[src/hdl/ipms_pkg.sv]
// Package for the interrupt pending, miss and software trigger block.
// Assumes an APB slave with 32-bit data, one register per aligned word.
package ipms_pkg;
    // Printed offsets are not all multiples of four: they are indices
    localparam logic [15:0] IPMS_IDX_PEND = 16'h4600;
    localparam logic [15:0] IPMS_IDX_MISS = 16'h4602;
    localparam logic [15:0] IPMS_IDX_SWTRIG = 16'h4638;
    localparam logic [15:0] IPMS_IDX_TOPEN = 16'h4680;
    localparam logic [15:0] IPMS_IDX_GLBEN = 16'h4681;
    localparam logic [15:0] IPMS_IDX_ISTAT = 16'h4682;
    localparam logic [15:0] IPMS_IDX_IMASK = 16'h4683;
    localparam logic [17:0] IPMS_ADDR_PEND = {IPMS_IDX_PEND, 2'b00};
    localparam logic [17:0] IPMS_ADDR_MISS = {IPMS_IDX_MISS, 2'b00};
    localparam logic [17:0] IPMS_ADDR_SWTRIG = {IPMS_IDX_SWTRIG, 2'b00};
    localparam logic [17:0] IPMS_ADDR_TOPEN = {IPMS_IDX_TOPEN, 2'b00};
    localparam logic [17:0] IPMS_ADDR_GLBEN = {IPMS_IDX_GLBEN, 2'b00};
    localparam logic [17:0] IPMS_ADDR_ISTAT = {IPMS_IDX_ISTAT, 2'b00};
    localparam logic [17:0] IPMS_ADDR_IMASK = {IPMS_IDX_IMASK, 2'b00};

    localparam int IPMS_BIT_SW = 1;
    localparam int IPMS_BIT_DBG = 2;
    localparam int IPMS_BIT_SLEEP = 4;
    localparam int IPMS_BIT_SEC = 7;
    localparam int IPMS_BIT_MACRX = 10;

    localparam logic [15:0] IPMS_RST_PEND = 16'h0000;
    localparam logic [15:0] IPMS_RST_MISS = 16'h0000;
    localparam logic [15:0] IPMS_RST_SWTRIG = 16'h0000;
    localparam logic [15:0] IPMS_RST_TOPEN = 16'h0000;
    localparam logic IPMS_RST_GLBEN = 1'b0;
    localparam logic [31:0] IPMS_RST_PRDATA = 32'h00000000;
    localparam logic [2:0] IPMS_RST_ISTAT = 3'h0;
    localparam logic [2:0] IPMS_RST_IMASK = 3'h0;
    // System-peripheral bits: writes ignored in application mode
    localparam logic [15:0] IPMS_SYS_MASK = 16'hc79e;
    // Bit 0 is hard zero
    localparam logic [15:0] IPMS_IMPL_MASK = 16'hfffe;
    // Local event bits in the interrupt status register
    localparam int IPMS_EV_PEND = 0;
    localparam int IPMS_EV_MISS = 1;
    localparam int IPMS_EV_SWTRIG = 2;
endpackage

[src/hdl/ipms_flags.sv]
// Sticky flag bank: pending and miss flags of sources 1 to 15.
// Assumes single-cycle event pulses on the system clock.
`timescale 1ns/1ps
module ipms_flags
    import ipms_pkg::*;
(
    input wire logic clk_sys,
    input wire logic reset_n,
    input wire logic [15:0] event_in,
    input wire logic [15:0] ack_pend,
    input wire logic [15:0] ack_miss,
    output logic [15:0] pend_ff,
    output logic [15:0] miss_ff
);
    logic [15:0] nxt_pend;
    logic [15:0] nxt_miss;

    // Event wins over a clearing write in the same cycle
    always_comb begin
        nxt_pend = ((pend_ff & ~ack_pend) | event_in)
                   & IPMS_IMPL_MASK;
        nxt_miss = ((miss_ff & ~ack_miss) | (event_in & pend_ff))
                   & IPMS_IMPL_MASK;
    end

    always_ff @(posedge clk_sys or negedge reset_n) begin
        if (!reset_n) begin
            pend_ff <= IPMS_RST_PEND;
        end else begin
            pend_ff <= nxt_pend;
        end
    end

    always_ff @(posedge clk_sys or negedge reset_n) begin
        if (!reset_n) begin
            miss_ff <= IPMS_RST_MISS;
        end else begin
            miss_ff <= nxt_miss;
        end
    end
endmodule

[src/hdl/ipms_top.sv]
// Top-level interrupt pending/miss flags with software trigger, APB slave.
// Assumes event pulses synchronous to clk_sys; app_mode is a pin input.
`timescale 1ns/1ps
module ipms_top
    import ipms_pkg::*;
(
    input wire logic clk_sys,
    input wire logic reset_n,
    input wire logic psel,
    input wire logic penable,
    input wire logic pwrite,
    input wire logic [31:0] paddr,
    input wire logic [31:0] pwdata,
    output logic [31:0] prdata,
    output logic pready,
    output logic pslverr,
    input wire logic [15:0] event_in,
    input wire logic app_mode,
    output logic cpu_irq,
    output logic block_irq
);
    logic app_meta_ff;
    logic app_sync_ff;
    logic [15:0] pend_ff;
    logic [15:0] miss_ff;
    logic [15:0] swtrig_ff;
    logic [15:0] nxt_swtrig;
    logic sw_evt_ff;
    logic nxt_sw_evt;
    logic [15:0] topen_ff;
    logic [15:0] nxt_topen;
    logic glben_ff;
    logic nxt_glben;
    logic [2:0] istat_ff;
    logic [2:0] nxt_istat;
    logic [2:0] imask_ff;
    logic [2:0] nxt_imask;
    logic [31:0] prdata_ff;
    logic [31:0] nxt_prdata;
    logic pready_ff;
    logic nxt_pready;
    logic pslverr_ff;
    logic nxt_pslverr;
    logic cpu_irq_ff;
    logic nxt_cpu_irq;
    logic block_irq_ff;
    logic nxt_block_irq;
    logic sel_pend;
    logic sel_miss;
    logic sel_swtrig;
    logic sel_topen;
    logic sel_glben;
    logic sel_istat;
    logic sel_imask;
    logic mapped;
    logic setup;
    logic access;
    logic rd_setup;
    logic wr_go;
    logic wr_pend;
    logic wr_miss;
    logic wr_swtrig;
    logic wr_topen;
    logic wr_glben;
    logic wr_istat;
    logic wr_imask;
    logic [15:0] wmask;
    logic [15:0] ack_pend;
    logic [15:0] ack_miss;
    logic [15:0] all_events;
    logic [15:0] live_events;
    logic [15:0] pend_enabled;
    logic [2:0] ev_now;
    logic [2:0] istat_enabled;

    // True when a bus address selects one register word
    function automatic logic hit(input logic [31:0] a,
                                 input logic [17:0] r);
        hit = (a[31:18] == 14'h0000) && (a[17:0] == r);
    endfunction

    // Zero-extends a 16-bit register into a bus word
    function automatic logic [31:0] word16(input logic [15:0] v);
        word16 = {16'h0000, v};
    endfunction

    // Zero-extends a 3-bit register into a bus word
    function automatic logic [31:0] word3(input logic [2:0] v);
        word3 = {29'h00000000, v};
    endfunction

    // Keeps the locked bits of a register, takes the rest from a write
    function automatic logic [15:0] merge16(input logic [15:0] cur,
                                            input logic [15:0] wr,
                                            input logic [15:0] keep);
        merge16 = (cur & keep) | (wr & ~keep);
    endfunction

    // Application mode comes from the core, outside this clock tree
    always_ff @(posedge clk_sys or negedge reset_n) begin
        if (!reset_n) begin
            app_meta_ff <= 1'b0;
        end else begin
            app_meta_ff <= app_mode;
        end
    end

    always_ff @(posedge clk_sys or negedge reset_n) begin
        if (!reset_n) begin
            app_sync_ff <= 1'b0;
        end else begin
            app_sync_ff <= app_meta_ff;
        end
    end

    // Register decode, shared by the write strobes and the read mux
    assign sel_pend = hit(paddr, IPMS_ADDR_PEND);
    assign sel_miss = hit(paddr, IPMS_ADDR_MISS);
    assign sel_swtrig = hit(paddr, IPMS_ADDR_SWTRIG);
    assign sel_topen = hit(paddr, IPMS_ADDR_TOPEN);
    assign sel_glben = hit(paddr, IPMS_ADDR_GLBEN);
    assign sel_istat = hit(paddr, IPMS_ADDR_ISTAT);
    assign sel_imask = hit(paddr, IPMS_ADDR_IMASK);
    assign mapped = sel_pend || sel_miss || sel_swtrig || sel_topen
                    || sel_glben || sel_istat || sel_imask;

    // Setup samples the request; access is the cycle in which pready stands
    assign setup = psel && !penable;
    assign access = psel && penable && pready_ff;
    assign rd_setup = setup && !pwrite;
    // Zero-wait-state slave: a write lands at the edge that ends access
    assign wr_go = access && pwrite && mapped;
    assign wr_pend = wr_go && sel_pend;
    assign wr_miss = wr_go && sel_miss;
    assign wr_swtrig = wr_go && sel_swtrig;
    assign wr_topen = wr_go && sel_topen;
    assign wr_glben = wr_go && sel_glben;
    assign wr_istat = wr_go && sel_istat;
    assign wr_imask = wr_go && sel_imask;

    // System bits are locked while in application mode
    assign wmask = app_sync_ff ? (IPMS_IMPL_MASK & ~IPMS_SYS_MASK)
                               : IPMS_IMPL_MASK;
    assign ack_pend = wr_pend ? (pwdata[15:0] & wmask)
                              : 16'h0000;
    assign ack_miss = wr_miss ? (pwdata[15:0] & wmask)
                              : 16'h0000;
    // The software event enters the bank at its own bit
    assign all_events = event_in | {14'h0000, sw_evt_ff, 1'b0};
    assign live_events = all_events & IPMS_IMPL_MASK;

    ipms_flags u_flags (
        .clk_sys(clk_sys),
        .reset_n(reset_n),
        .event_in(all_events),
        .ack_pend(ack_pend),
        .ack_miss(ack_miss),
        .pend_ff(pend_ff),
        .miss_ff(miss_ff)
    );

    // Software trigger: any write, any value, pulses the software event
    always_comb begin
        nxt_swtrig = swtrig_ff;
        if (wr_swtrig) begin
            nxt_swtrig = pwdata[15:0];
        end
    end

    assign nxt_sw_evt = wr_swtrig;

    always_ff @(posedge clk_sys or negedge reset_n) begin
        if (!reset_n) begin
            swtrig_ff <= IPMS_RST_SWTRIG;
        end else begin
            swtrig_ff <= nxt_swtrig;
        end
    end

    always_ff @(posedge clk_sys or negedge reset_n) begin
        if (!reset_n) begin
            sw_evt_ff <= 1'b0;
        end else begin
            sw_evt_ff <= nxt_sw_evt;
        end
    end

    // Top-level enables: system bits locked in application mode
    always_comb begin
        nxt_topen = topen_ff;
        if (wr_topen) begin
            nxt_topen = merge16(topen_ff, pwdata[15:0], ~wmask);
        end
    end

    always_ff @(posedge clk_sys or negedge reset_n) begin
        if (!reset_n) begin
            topen_ff <= IPMS_RST_TOPEN;
        end else begin
            topen_ff <= nxt_topen;
        end
    end

    // Global enable gates every source at once into cpu_irq only; block_irq is not gated
    always_comb begin
        nxt_glben = glben_ff;
        if (wr_glben) begin
            nxt_glben = pwdata[0];
        end
    end

    always_ff @(posedge clk_sys or negedge reset_n) begin
        if (!reset_n) begin
            glben_ff <= IPMS_RST_GLBEN;
        end else begin
            glben_ff <= nxt_glben;
        end
    end

    // Local events: new pending, new miss, software trigger
    always_comb begin
        ev_now = 3'h0;
        ev_now[IPMS_EV_PEND] = |(live_events & ~pend_ff);
        ev_now[IPMS_EV_MISS] = |(live_events & pend_ff);
        ev_now[IPMS_EV_SWTRIG] = sw_evt_ff;
    end

    // Status bits: write one to clear, a new event wins over the clear
    always_comb begin
        nxt_istat = istat_ff | ev_now;
        if (wr_istat) begin
            nxt_istat = (istat_ff & ~pwdata[2:0]) | ev_now;
        end
    end

    always_ff @(posedge clk_sys or negedge reset_n) begin
        if (!reset_n) begin
            istat_ff <= IPMS_RST_ISTAT;
        end else begin
            istat_ff <= nxt_istat;
        end
    end

    always_comb begin
        nxt_imask = imask_ff;
        if (wr_imask) begin
            nxt_imask = pwdata[2:0];
        end
    end

    always_ff @(posedge clk_sys or negedge reset_n) begin
        if (!reset_n) begin
            imask_ff <= IPMS_RST_IMASK;
        end else begin
            imask_ff <= nxt_imask;
        end
    end

    // Processor interrupt: global enable and one enabled pending flag
    assign pend_enabled = pend_ff & topen_ff;
    assign nxt_cpu_irq = glben_ff && (|pend_enabled);

    always_ff @(posedge clk_sys or negedge reset_n) begin
        if (!reset_n) begin
            cpu_irq_ff <= 1'b0;
        end else begin
            cpu_irq_ff <= nxt_cpu_irq;
        end
    end

    // Block interrupt: any unmasked local status bit
    assign istat_enabled = istat_ff & imask_ff;
    assign nxt_block_irq = |istat_enabled;

    always_ff @(posedge clk_sys or negedge reset_n) begin
        if (!reset_n) begin
            block_irq_ff <= 1'b0;
        end else begin
            block_irq_ff <= nxt_block_irq;
        end
    end

    // APB answer: ready and error stand in the cycle after setup
    assign nxt_pready = setup;
    assign nxt_pslverr = setup && !mapped;

    always_ff @(posedge clk_sys or negedge reset_n) begin
        if (!reset_n) begin
            pready_ff <= 1'b0;
        end else begin
            pready_ff <= nxt_pready;
        end
    end

    always_ff @(posedge clk_sys or negedge reset_n) begin
        if (!reset_n) begin
            pslverr_ff <= 1'b0;
        end else begin
            pslverr_ff <= nxt_pslverr;
        end
    end

    // Read data are captured at setup and stand through access
    always_comb begin
        nxt_prdata = prdata_ff;
        if (rd_setup) begin
            if (sel_pend) begin
                nxt_prdata = word16(pend_ff & IPMS_IMPL_MASK);
            end else if (sel_miss) begin
                nxt_prdata = word16(miss_ff & IPMS_IMPL_MASK);
            end else if (sel_swtrig) begin
                nxt_prdata = word16(swtrig_ff);
            end else if (sel_topen) begin
                nxt_prdata = word16(topen_ff);
            end else if (sel_glben) begin
                nxt_prdata = {31'h00000000, glben_ff};
            end else if (sel_istat) begin
                nxt_prdata = word3(istat_ff);
            end else if (sel_imask) begin
                nxt_prdata = word3(imask_ff);
            end else begin
                nxt_prdata = 32'h00000000;
            end
        end
    end

    always_ff @(posedge clk_sys or negedge reset_n) begin
        if (!reset_n) begin
            prdata_ff <= IPMS_RST_PRDATA;
        end else begin
            prdata_ff <= nxt_prdata;
        end
    end

    assign prdata = prdata_ff;
    assign pready = pready_ff;
    assign pslverr = pslverr_ff;
    assign cpu_irq = cpu_irq_ff;
    assign block_irq = block_irq_ff;
endmodule

[config.mk]
export PLATFORM = sky130hd
export DESIGN_NAME = ipms_top
export DESIGN_NICKNAME = d
export VERILOG_FILES = /design/src/hdl/ipms_pkg.sv /design/src/hdl/ipms_flags.sv /design/src/hdl/ipms_top.sv
export SDC_FILE = /design/constraint.sdc
export NUM_CORES = 1
export LEC_CHECK = 0
export BUFFER_PORTS_ARGS = -buffer_cell sky130_fd_sc_hd__buf_2
export CORE_ASPECT_RATIO = 0.9
export CORE_UTILIZATION = 53
export DETAILED_ROUTE_END_ITERATION = 12
export MAX_ROUTING_LAYER = met4
export PLACE_DENSITY = 0.9
export REMOVE_ABC_BUFFERS = 1
export SETUP_SLACK_MARGIN = 0.1
export SLEW_MARGIN = 5
export SYNTH_ARGS = -nofsm -noshare
export SYNTH_HDL_FRONTEND = slang
export SYNTH_SLANG_ARGS = --single-unit
export TNS_END_PERCENT = 10
[constraint.sdc]
create_clock -name clk_sys -period 2.05 [get_ports clk_sys]
set_input_delay 0.41 -clock clk_sys [delete_from_list [all_inputs] [get_ports clk_sys]]
set_output_delay 0.41 -clock clk_sys [all_outputs]
set_load 0.02 [all_outputs]
-- After elaboration in Yosys (flattened, before gate mapping)
Index checks and enable logic that the tools add are counted.
- flip-flop bits (word level): 108
- latch bits: 0
- bits in writable memories: 0
- bits in read-only memories: 0
- output and inout bits: 36
- logic and storage cells: 92
- memories: 0
- add/sub/neg operators: 0
- multipliers: 0
- div/mod/pow operators: 0
- order comparisons: 0
- equality and inequality tests: 7
- shift operators: 0
- mux-type cells: 11
- bitwise logic cells: 23
- reductions and logical operators: 36
- operators with widths (cell ; number):
    bitwise AND 16 bit ; 9
    equality test 18 x 17 -> 1 bit (second input constant) ; 7
    2-to-1 mux 32 bit ; 3
    inverter 16 bit ; 5
    2-to-1 mux 16 bit ; 4
    OR 16 bit ; 3
    OR reduction 16 bit ; 3
    logical AND 1 bit ; 22
    OR 16 x 2 -> 16 bit ; 1
    logical NOT 14 bit ; 1
    2-to-1 mux 3 bit ; 4
    bitwise AND 3 bit ; 2
    logical OR 1 bit ; 6
    OR 3 bit ; 2
    logical NOT 1 bit ; 3
    inverter 3 bit ; 1
    OR reduction 3 bit ; 1

-- Logic depth before layout (Yosys ltp)
Gate-level depths: netlist (run 1).
- depth after elaboration: 14
- gate-level depth with buffers: 8
- depth with buffers taken out: 5

-- Cells and area by module
Synthesis (run 1) repeated with hierarchy kept, for this count alone.
- cell total of the unflattened synthesis: 532
- area total of the unflattened synthesis: 5054.8 µm²
- modules (own cells, without submodules) (module ; times used ; cells an instance ; area each (µm²) ; seq. area each (µm²)):
    ipms_top ; 1 ; 424 ; 3928.8 ; 1526.5
    ipms_flags ; 1 ; 108 ; 1126.1 ; 750.7

-- Least setup slack after synthesis (run 1)
Ideal clock, no wire load.
- kind: input to register
- from: input paddr[2]
- to: register swtrig_ff[10]
- arrival: 2.234 ns
- path slack: -0.309 ns
- cell stages on the path: 6
- path through: buf_2 > nor4_1 > nand3_1 > nor3_2 > buf_4 > mux2_2
- word-level cells in the longest chain between the ends: 10
- ends and longest elaborated chain (what ; RTL line ; text):
    start: declaration ; ipms_top.sv:12 ; input wire logic [31:0] paddr,
    equality test 18 x 17 -> 1 bit ; ipms_top.sv:79 ; hit = (a[31:18] == 14'h0000) && (a[17:0] == r);
    logical AND 1 bit ; ipms_top.sv:79 ;
    logical OR 1 bit (3 in series) ; ipms_top.sv:124 ; assign mapped = sel_pend || sel_miss || sel_swtrig || sel_topen
    logical OR 1 bit (3 in series) ; ipms_top.sv:125 ; || sel_glben || sel_istat || sel_imask;
    logical AND 1 bit ; ipms_top.sv:132 ; assign wr_go = access && pwrite && mapped;
    logical AND 1 bit * ; ipms_top.sv:135 ; assign wr_swtrig = wr_go && sel_swtrig;
    end signal: assignment ; ipms_top.sv:176 ; swtrig_ff <= nxt_swtrig;
    end: declaration ; ipms_top.sv:26 ; logic [15:0] swtrig_ff;
Mark *: on every way between the ends. The rest lies on a longest branch, timed or not.
A chain may end at the register's enable or synchronous reset.

==> impl_metrics.toml, run 1 <==
[outcome]
status = "finished, final reports clean"

[routing]
ant_nets = 0
first_iter_violations = 394
viasPerCell = 6.380
drc = 0
wl_um = 13940
vias = 4332
wl_per_cell_um = 20.54
drt_first_pass_iters = 7

[cts]
cts.clk_slew.worst_paths_ps = 90
cts_buffers = 9
clock_latency_ps = 380
cts-root-buf = "clkbuf_8"
htree_levels = 3
cts.path.max_buffers = 2
cts_tree = "done"
clkSinkCount = 91

[setup_path]
cp.required_ps = 2310
arrival_ps = 2280
critPathCaptureType = "flip-flop"
worstSetupPathType = "input pin to flip-flop"
worstPathMaxFanout = 5
start_kind = "input pin"

[place]
hpwl_um = 9630
dpl-instance-area_um2 = 5479
io_buffers = 88
gp_congestion = 0.9193

[global_route]
grt_max_degree = 48
grt_pass1_vias = 4334
use_met1_pct = 41.14
overflow = 0
grt.busiest_layer = "met2"
gr-usage-met3_pct = 10.47
grt_antenna_before_repair = 0
grt_util_all_layers_pct = 32.65
grt_pass1_wl_um = 21980
use_met2_pct = 49.26

[final_layout]
nFillCells = 648
syn2layout_area_growth_pct = 24.06
final_common_cell = "dfrtp_1"
most-common-layout-cells = "dfrtp_1 (91), buf_2 (83), buf_4 (39), nand2_1 (36), a22o_1 (29)"
nets = 641
multi_input_area_um2 = 2181
diodes = 0
design_area_um2 = 5794
seqCellArea_um2 = 2277
drive_above_1_share_pct = 36.61
postLayoutCoreUtil_pct = 67.63

[logic_synthesis]
synth_area_leaders = "dfrtp_1 (49%), mux2_2 (6.0%), a22o_1 (5.4%)"
synthSimpleGateAreaFrac_pct = 15.27
netlist_area_um2 = 4671
async_flop_share_pct = 100.0
synth_seq_area_share_pct = 48.75
synth_mux_area_share_pct = 10.31
post_synth_xor_area_fraction_pct = 0
syn_inst = 429
synth_top_family_by_area = "compound AO/OA/AOI/OAI gates"
synth_compound_area_share_pct = 19.47
synthAdderAreaFrac_pct = 0
synth_cell_type_count = 58
postSynthAreaPerCell_um2 = 10.89
ys_seq_elements = 91
synth-main-ff-cell = "dfrtp_1"
synth_top_area_cell = "dfrtp_1"
yosysWarnings = 0
synth_edf_count = 0
netlist.area_leader.share_pct = 48.75

[floorplan]
die-area_um2 = 9193
die_y_um = 91.06
start_util_pct = 54.51
core-area_um2 = 8568
die_w_um = 101.0
std_cell_rows = 32
io_pins = 122

[sta]
fmax_mhz = 494.7
period_share_pct = 98.61
rsz0062_at_grt = "true"
fin_crit_ps = 2022
hold_viol_final = 0
clock-skew-final_ps = 14.97
setup_viol = 0
drv_slew = 0

[pwr]
ir_drop_v = 0.0003959
p_per_area_nw_per_um2 = 598.5
p_total_mw = 3.468
power.leakage_nw = 2.701

[min_path]
hold_path.class = "input pin to flip-flop"

[flow_run]
maxCapViolCount = 0
[power breakdown]
group          switching (mW)  total [mW]  leakage (nW)  internal (mW)
Clock                   0.737        1.34         0.110          0.600
Combinational           0.216       0.331          1.49          0.115
Sequential            0.00221        1.80          1.10           1.80
[through the flow]
step | std cells | hold WS, ps | TNS (ps) | setup WS [ps]
after global routing | 679 | 123.6 | -5.854 | -5.112
after detailed placement | 659 | 334.7 | -18520 | -392.6
after global placement | 659 | 331.6 | -14950 | -354.9
final | 679 | 146.0 | 0 | 28.45
after floorplan | 410 | 114.4 | -16820 | -413.2
after CTS | 678 | 136.9 | 0 | 72.55
[cell families (layout without fill, tap and decap cells)]
group / Yosys count / count (layout)
mux: 40 / 40
buf+inv: 52 / 168
simple gates: 122 / 122
flops: 91 / 91
compound gates: 123 / 123
other cells: 1 / 16
[Yosys cell counts, types with 7 or more instances]
cell      number
a221oi_1       8
clkbuf_1      13
dfrtp_1       91
a22oi_1        8
nand2_1       36
o22ai_1        7
a22o_1        29
nor3_1        10
nand3_1       10
buf_4         17
mux2_2        25
a21oi_1       19
a31oi_1       21
nor2_1        24
mux2_4        10
o31ai_1        7
inv_1         17
nand4_1        8
[worst max-delay path, cell delays in order]
cell and delay [ps]:
buf_6 100, nor4_4 320, nand4_4 130, or2_1 240, or4b_4 600, buf_8 180, mux2_4 290
[path summary, 6_finish.rpt]
path / slack, ps / startpoint / endpoint / cells after the start
worst max-delay path: 30 / paddr[17] / flip-flop / 7
worst min-delay path: 150 / app_mode / app_meta_ff / 1
min in group asynchronous: 480 / reset_n / prdata[10] / 2
max in group asynchronous: 960 / reset_n / topen_ff[11] / 3
worst max register to register: 100 / pready / flip-flop / 5
worst min register to register: 350 / app_meta_ff / app_sync_ff / 0
[what timing repair did]
item,4_1_cts,5_1_grt
buffers inserted,1,1
hold endpoints to repair,26,0
setup endpoints to repair,32,45
pin swaps,7,0
hold buffers,1,0
gates cloned,1,0
resized for setup,9,1
[metal layers]
| layer | part of all wire (%) | routed length (um) | up-vias |
|---|---|---|---|
| met5 | 0 | 0 | - |
| met3 | 11 | 1580 | 55 |
| met2 | 47 | 6618 | 305 |
| met4 | 3.5 | 490 | 0 |
| li1 | - | - | 1853 |
| met1 | 38 | 5254 | 2119 |
[area by class of cell]
class,count,area share (%)
Sequential cell,91,39.30
Multi-Input combinational cell,301,37.64
Timing Repair Buffer,134,15.63
Tap cell,119,2.570
Clock buffer,9,2.138
Clock inverter,7,1.555
Inverter,18,1.166
Power figures use the tool's default switching activity.
==> run 2: changes to the inputs <==
CORE_UTILIZATION = 57   (was 53)
PLACE_DENSITY = 0.95   (was 0.9)
clock period = 2.4 ns   (was 2.05 ns; I/O delays follow)
==> run 2 against run 1 <==
Worst setup slack gained 260 ps. Largest cell class unchanged. Sequential cell count is the same. Clock power shrank 28%. Sequential power shrank 14%. First-iteration DRC count grew 58%. Routed wire length shrank 7.3%. Critical path type unchanged.
==> impl_metrics.toml, run 2 (synthesized netlist as in run 1, its figures left out) <==
[setup_path]
worstPathMaxFanout = 10
worstSetupPathType = "input pin to flip-flop"
arrival_ps = 2370
worstPathCellList = "buf_2, nor4_4, nand4_4, or2_1, or4b_1, buf_4, mux2_4"
start_kind = "input pin"
r2r_cells = 5
cp.required_ps = 2660
slowest_stage = "or4b_1"
critPathMaxStageDelay_ps = 520
crit_start = "paddr[13]"
critPathCaptureType = "flip-flop"
r2r_start = "pready"
regToRegSetupSlack_ps = 430

[cts]
clock_latency_ps = 370
cts_buffers = 9
cts.path.max_buffers = 2
post_cts_buffers = 0
clkSinkCount = 91
cts.clk_slew.worst_paths_ps = 100
cts-root-buf = "clkbuf_8"
cts_tree = "done"
htree_levels = 3
ctsHoldBuffers = 0
cts.repair.resized = 0

[sta]
fin_crit_ps = 2113
hold_ws_ps = 17.45
hold_viol_final = 0
fmax_mhz = 473.3
fin_setup_tns_ps = 0
slew_headroom_pct = 65.89
setup_viol = 0
rsz0062_at_grt = "false"
drv_slew = 0
clock-skew-final_ps = 9.369
period_share_pct = 88.03
tightest_slew_ps = 504.8

[final_layout]
drive_above_1_share_pct = 34.32
final_common_cell = "dfrtp_1"
stdcell_count = 638
diodes = 0
nets = 623
syn2layout_area_growth_pct = 17.44
nFillCells = 565
most-common-layout-cells = "dfrtp_1 (91), buf_2 (87), nand2_1 (36), a22o_1 (29), buf_4 (27)"

[outcome]
status = "finished, final reports clean"

[global_route]
grt_pass1_vias = 4030
grt_antenna_before_repair = 0
grt_max_degree = 63
grt_util_all_layers_pct = 32.48
overflow = 0
grt_pass1_wl_um = 20610

[place]
place_inst = 622
hpwl_um = 9294
gp_congestion = 0.9319
io_buffers = 88

[pwr]
pwr-share-comb_pct = 9.4
p_per_area_nw_per_um2 = 504.2
internal_power_mw = 2.009
power.leakage_nw = 2.562
ir_drop_v = 0.0002667
seqPwrFrac_pct = 55.6
p_switching_mw = 0.7568
p_clk_share_pct = 35.1
p_sw_share_pct = 27.36

[routing]
drt_first_pass_iters = 5
wl_um = 12920
first_iter_violations = 624
vias = 4146
drc = 0
ant_nets = 0
viasPerCell = 6.498
wl_per_cell_um = 20.25

[floorplan]
io_pins = 122
start_util_pct = 60.40
die_y_um = 87.88
core-area_um2 = 7732
die-area_um2 = 8561
std_cell_rows = 30
die_w_um = 97.42

[flow_run]
maxCapViolCount = 0

[min_path]
hold_path.class = "input pin to async pin"
## run 2: routing by layer
metal	global-route usage, %	part of all wire (%)
met4	8.957	1.1
met5	-	0
met1	41.71	39
met3	10.69	12
met2	49.84	48
## run 2: worst min path at each step
stage	slack (ps)	start	to	depth (start not counted)
detailed placement	340	app_meta_ff	app_sync_ff	0
floorplan	180	reset_n	async pin	0
global route	40	reset_n	u_flags.miss_ff[3]	1
CTS	20	reset_n	u_flags.miss_ff[3]	1
finish	20	reset_n	u_flags.miss_ff[3]	1
global placement	330	app_meta_ff	app_sync_ff	0
## run 2: metrics by stage
step	power (mW)	util (%)	setup WS [ps]	cell area, um^2
after floorplan	1.651	-	-133.2	4509
after global placement	1.814	68.64	-64.66	5308
after detailed placement	1.822	68.64	-95.61	5308
after CTS	2.769	70.94	305.9	5485
after global routing	2.869	70.94	199.9	5485
final	2.766	70.94	287.3	5485
## run 2: power by group through the flow
| stage | registers (mW) | logic (mW) | clock network (mW) |
|---|---|---|---|
| finish | 1.54 | 0.259 | 0.970 |
| global route | 1.54 | 0.281 | 1.05 |
| CTS | 1.54 | 0.256 | 0.976 |
| detailed placement | 1.57 | 0.255 | 0 |
| global placement | 1.57 | 0.246 | 0 |
| floorplan | 1.57 | 0.0813 | 0 |
## run 2: worst max-delay path: cells and delay by family
family,cells,cell delay (ps)
buffers and inverters,2,340
and+or+nand+nor,4,1220
muxes,1,310
## run 2: final cells by class
type                            instances  area (um^2)  area share (%)
Timing Repair Buffer                  116        678.2           12.36
Sequential cell                        91         2277           41.51
Clock inverter                          6        50.05          0.9124
Multi-Input combinational cell        301         2165           39.46
Inverter                               18        67.56           1.232
Tap cell                               96        120.1           2.190
Clock buffer                           10        127.6           2.327
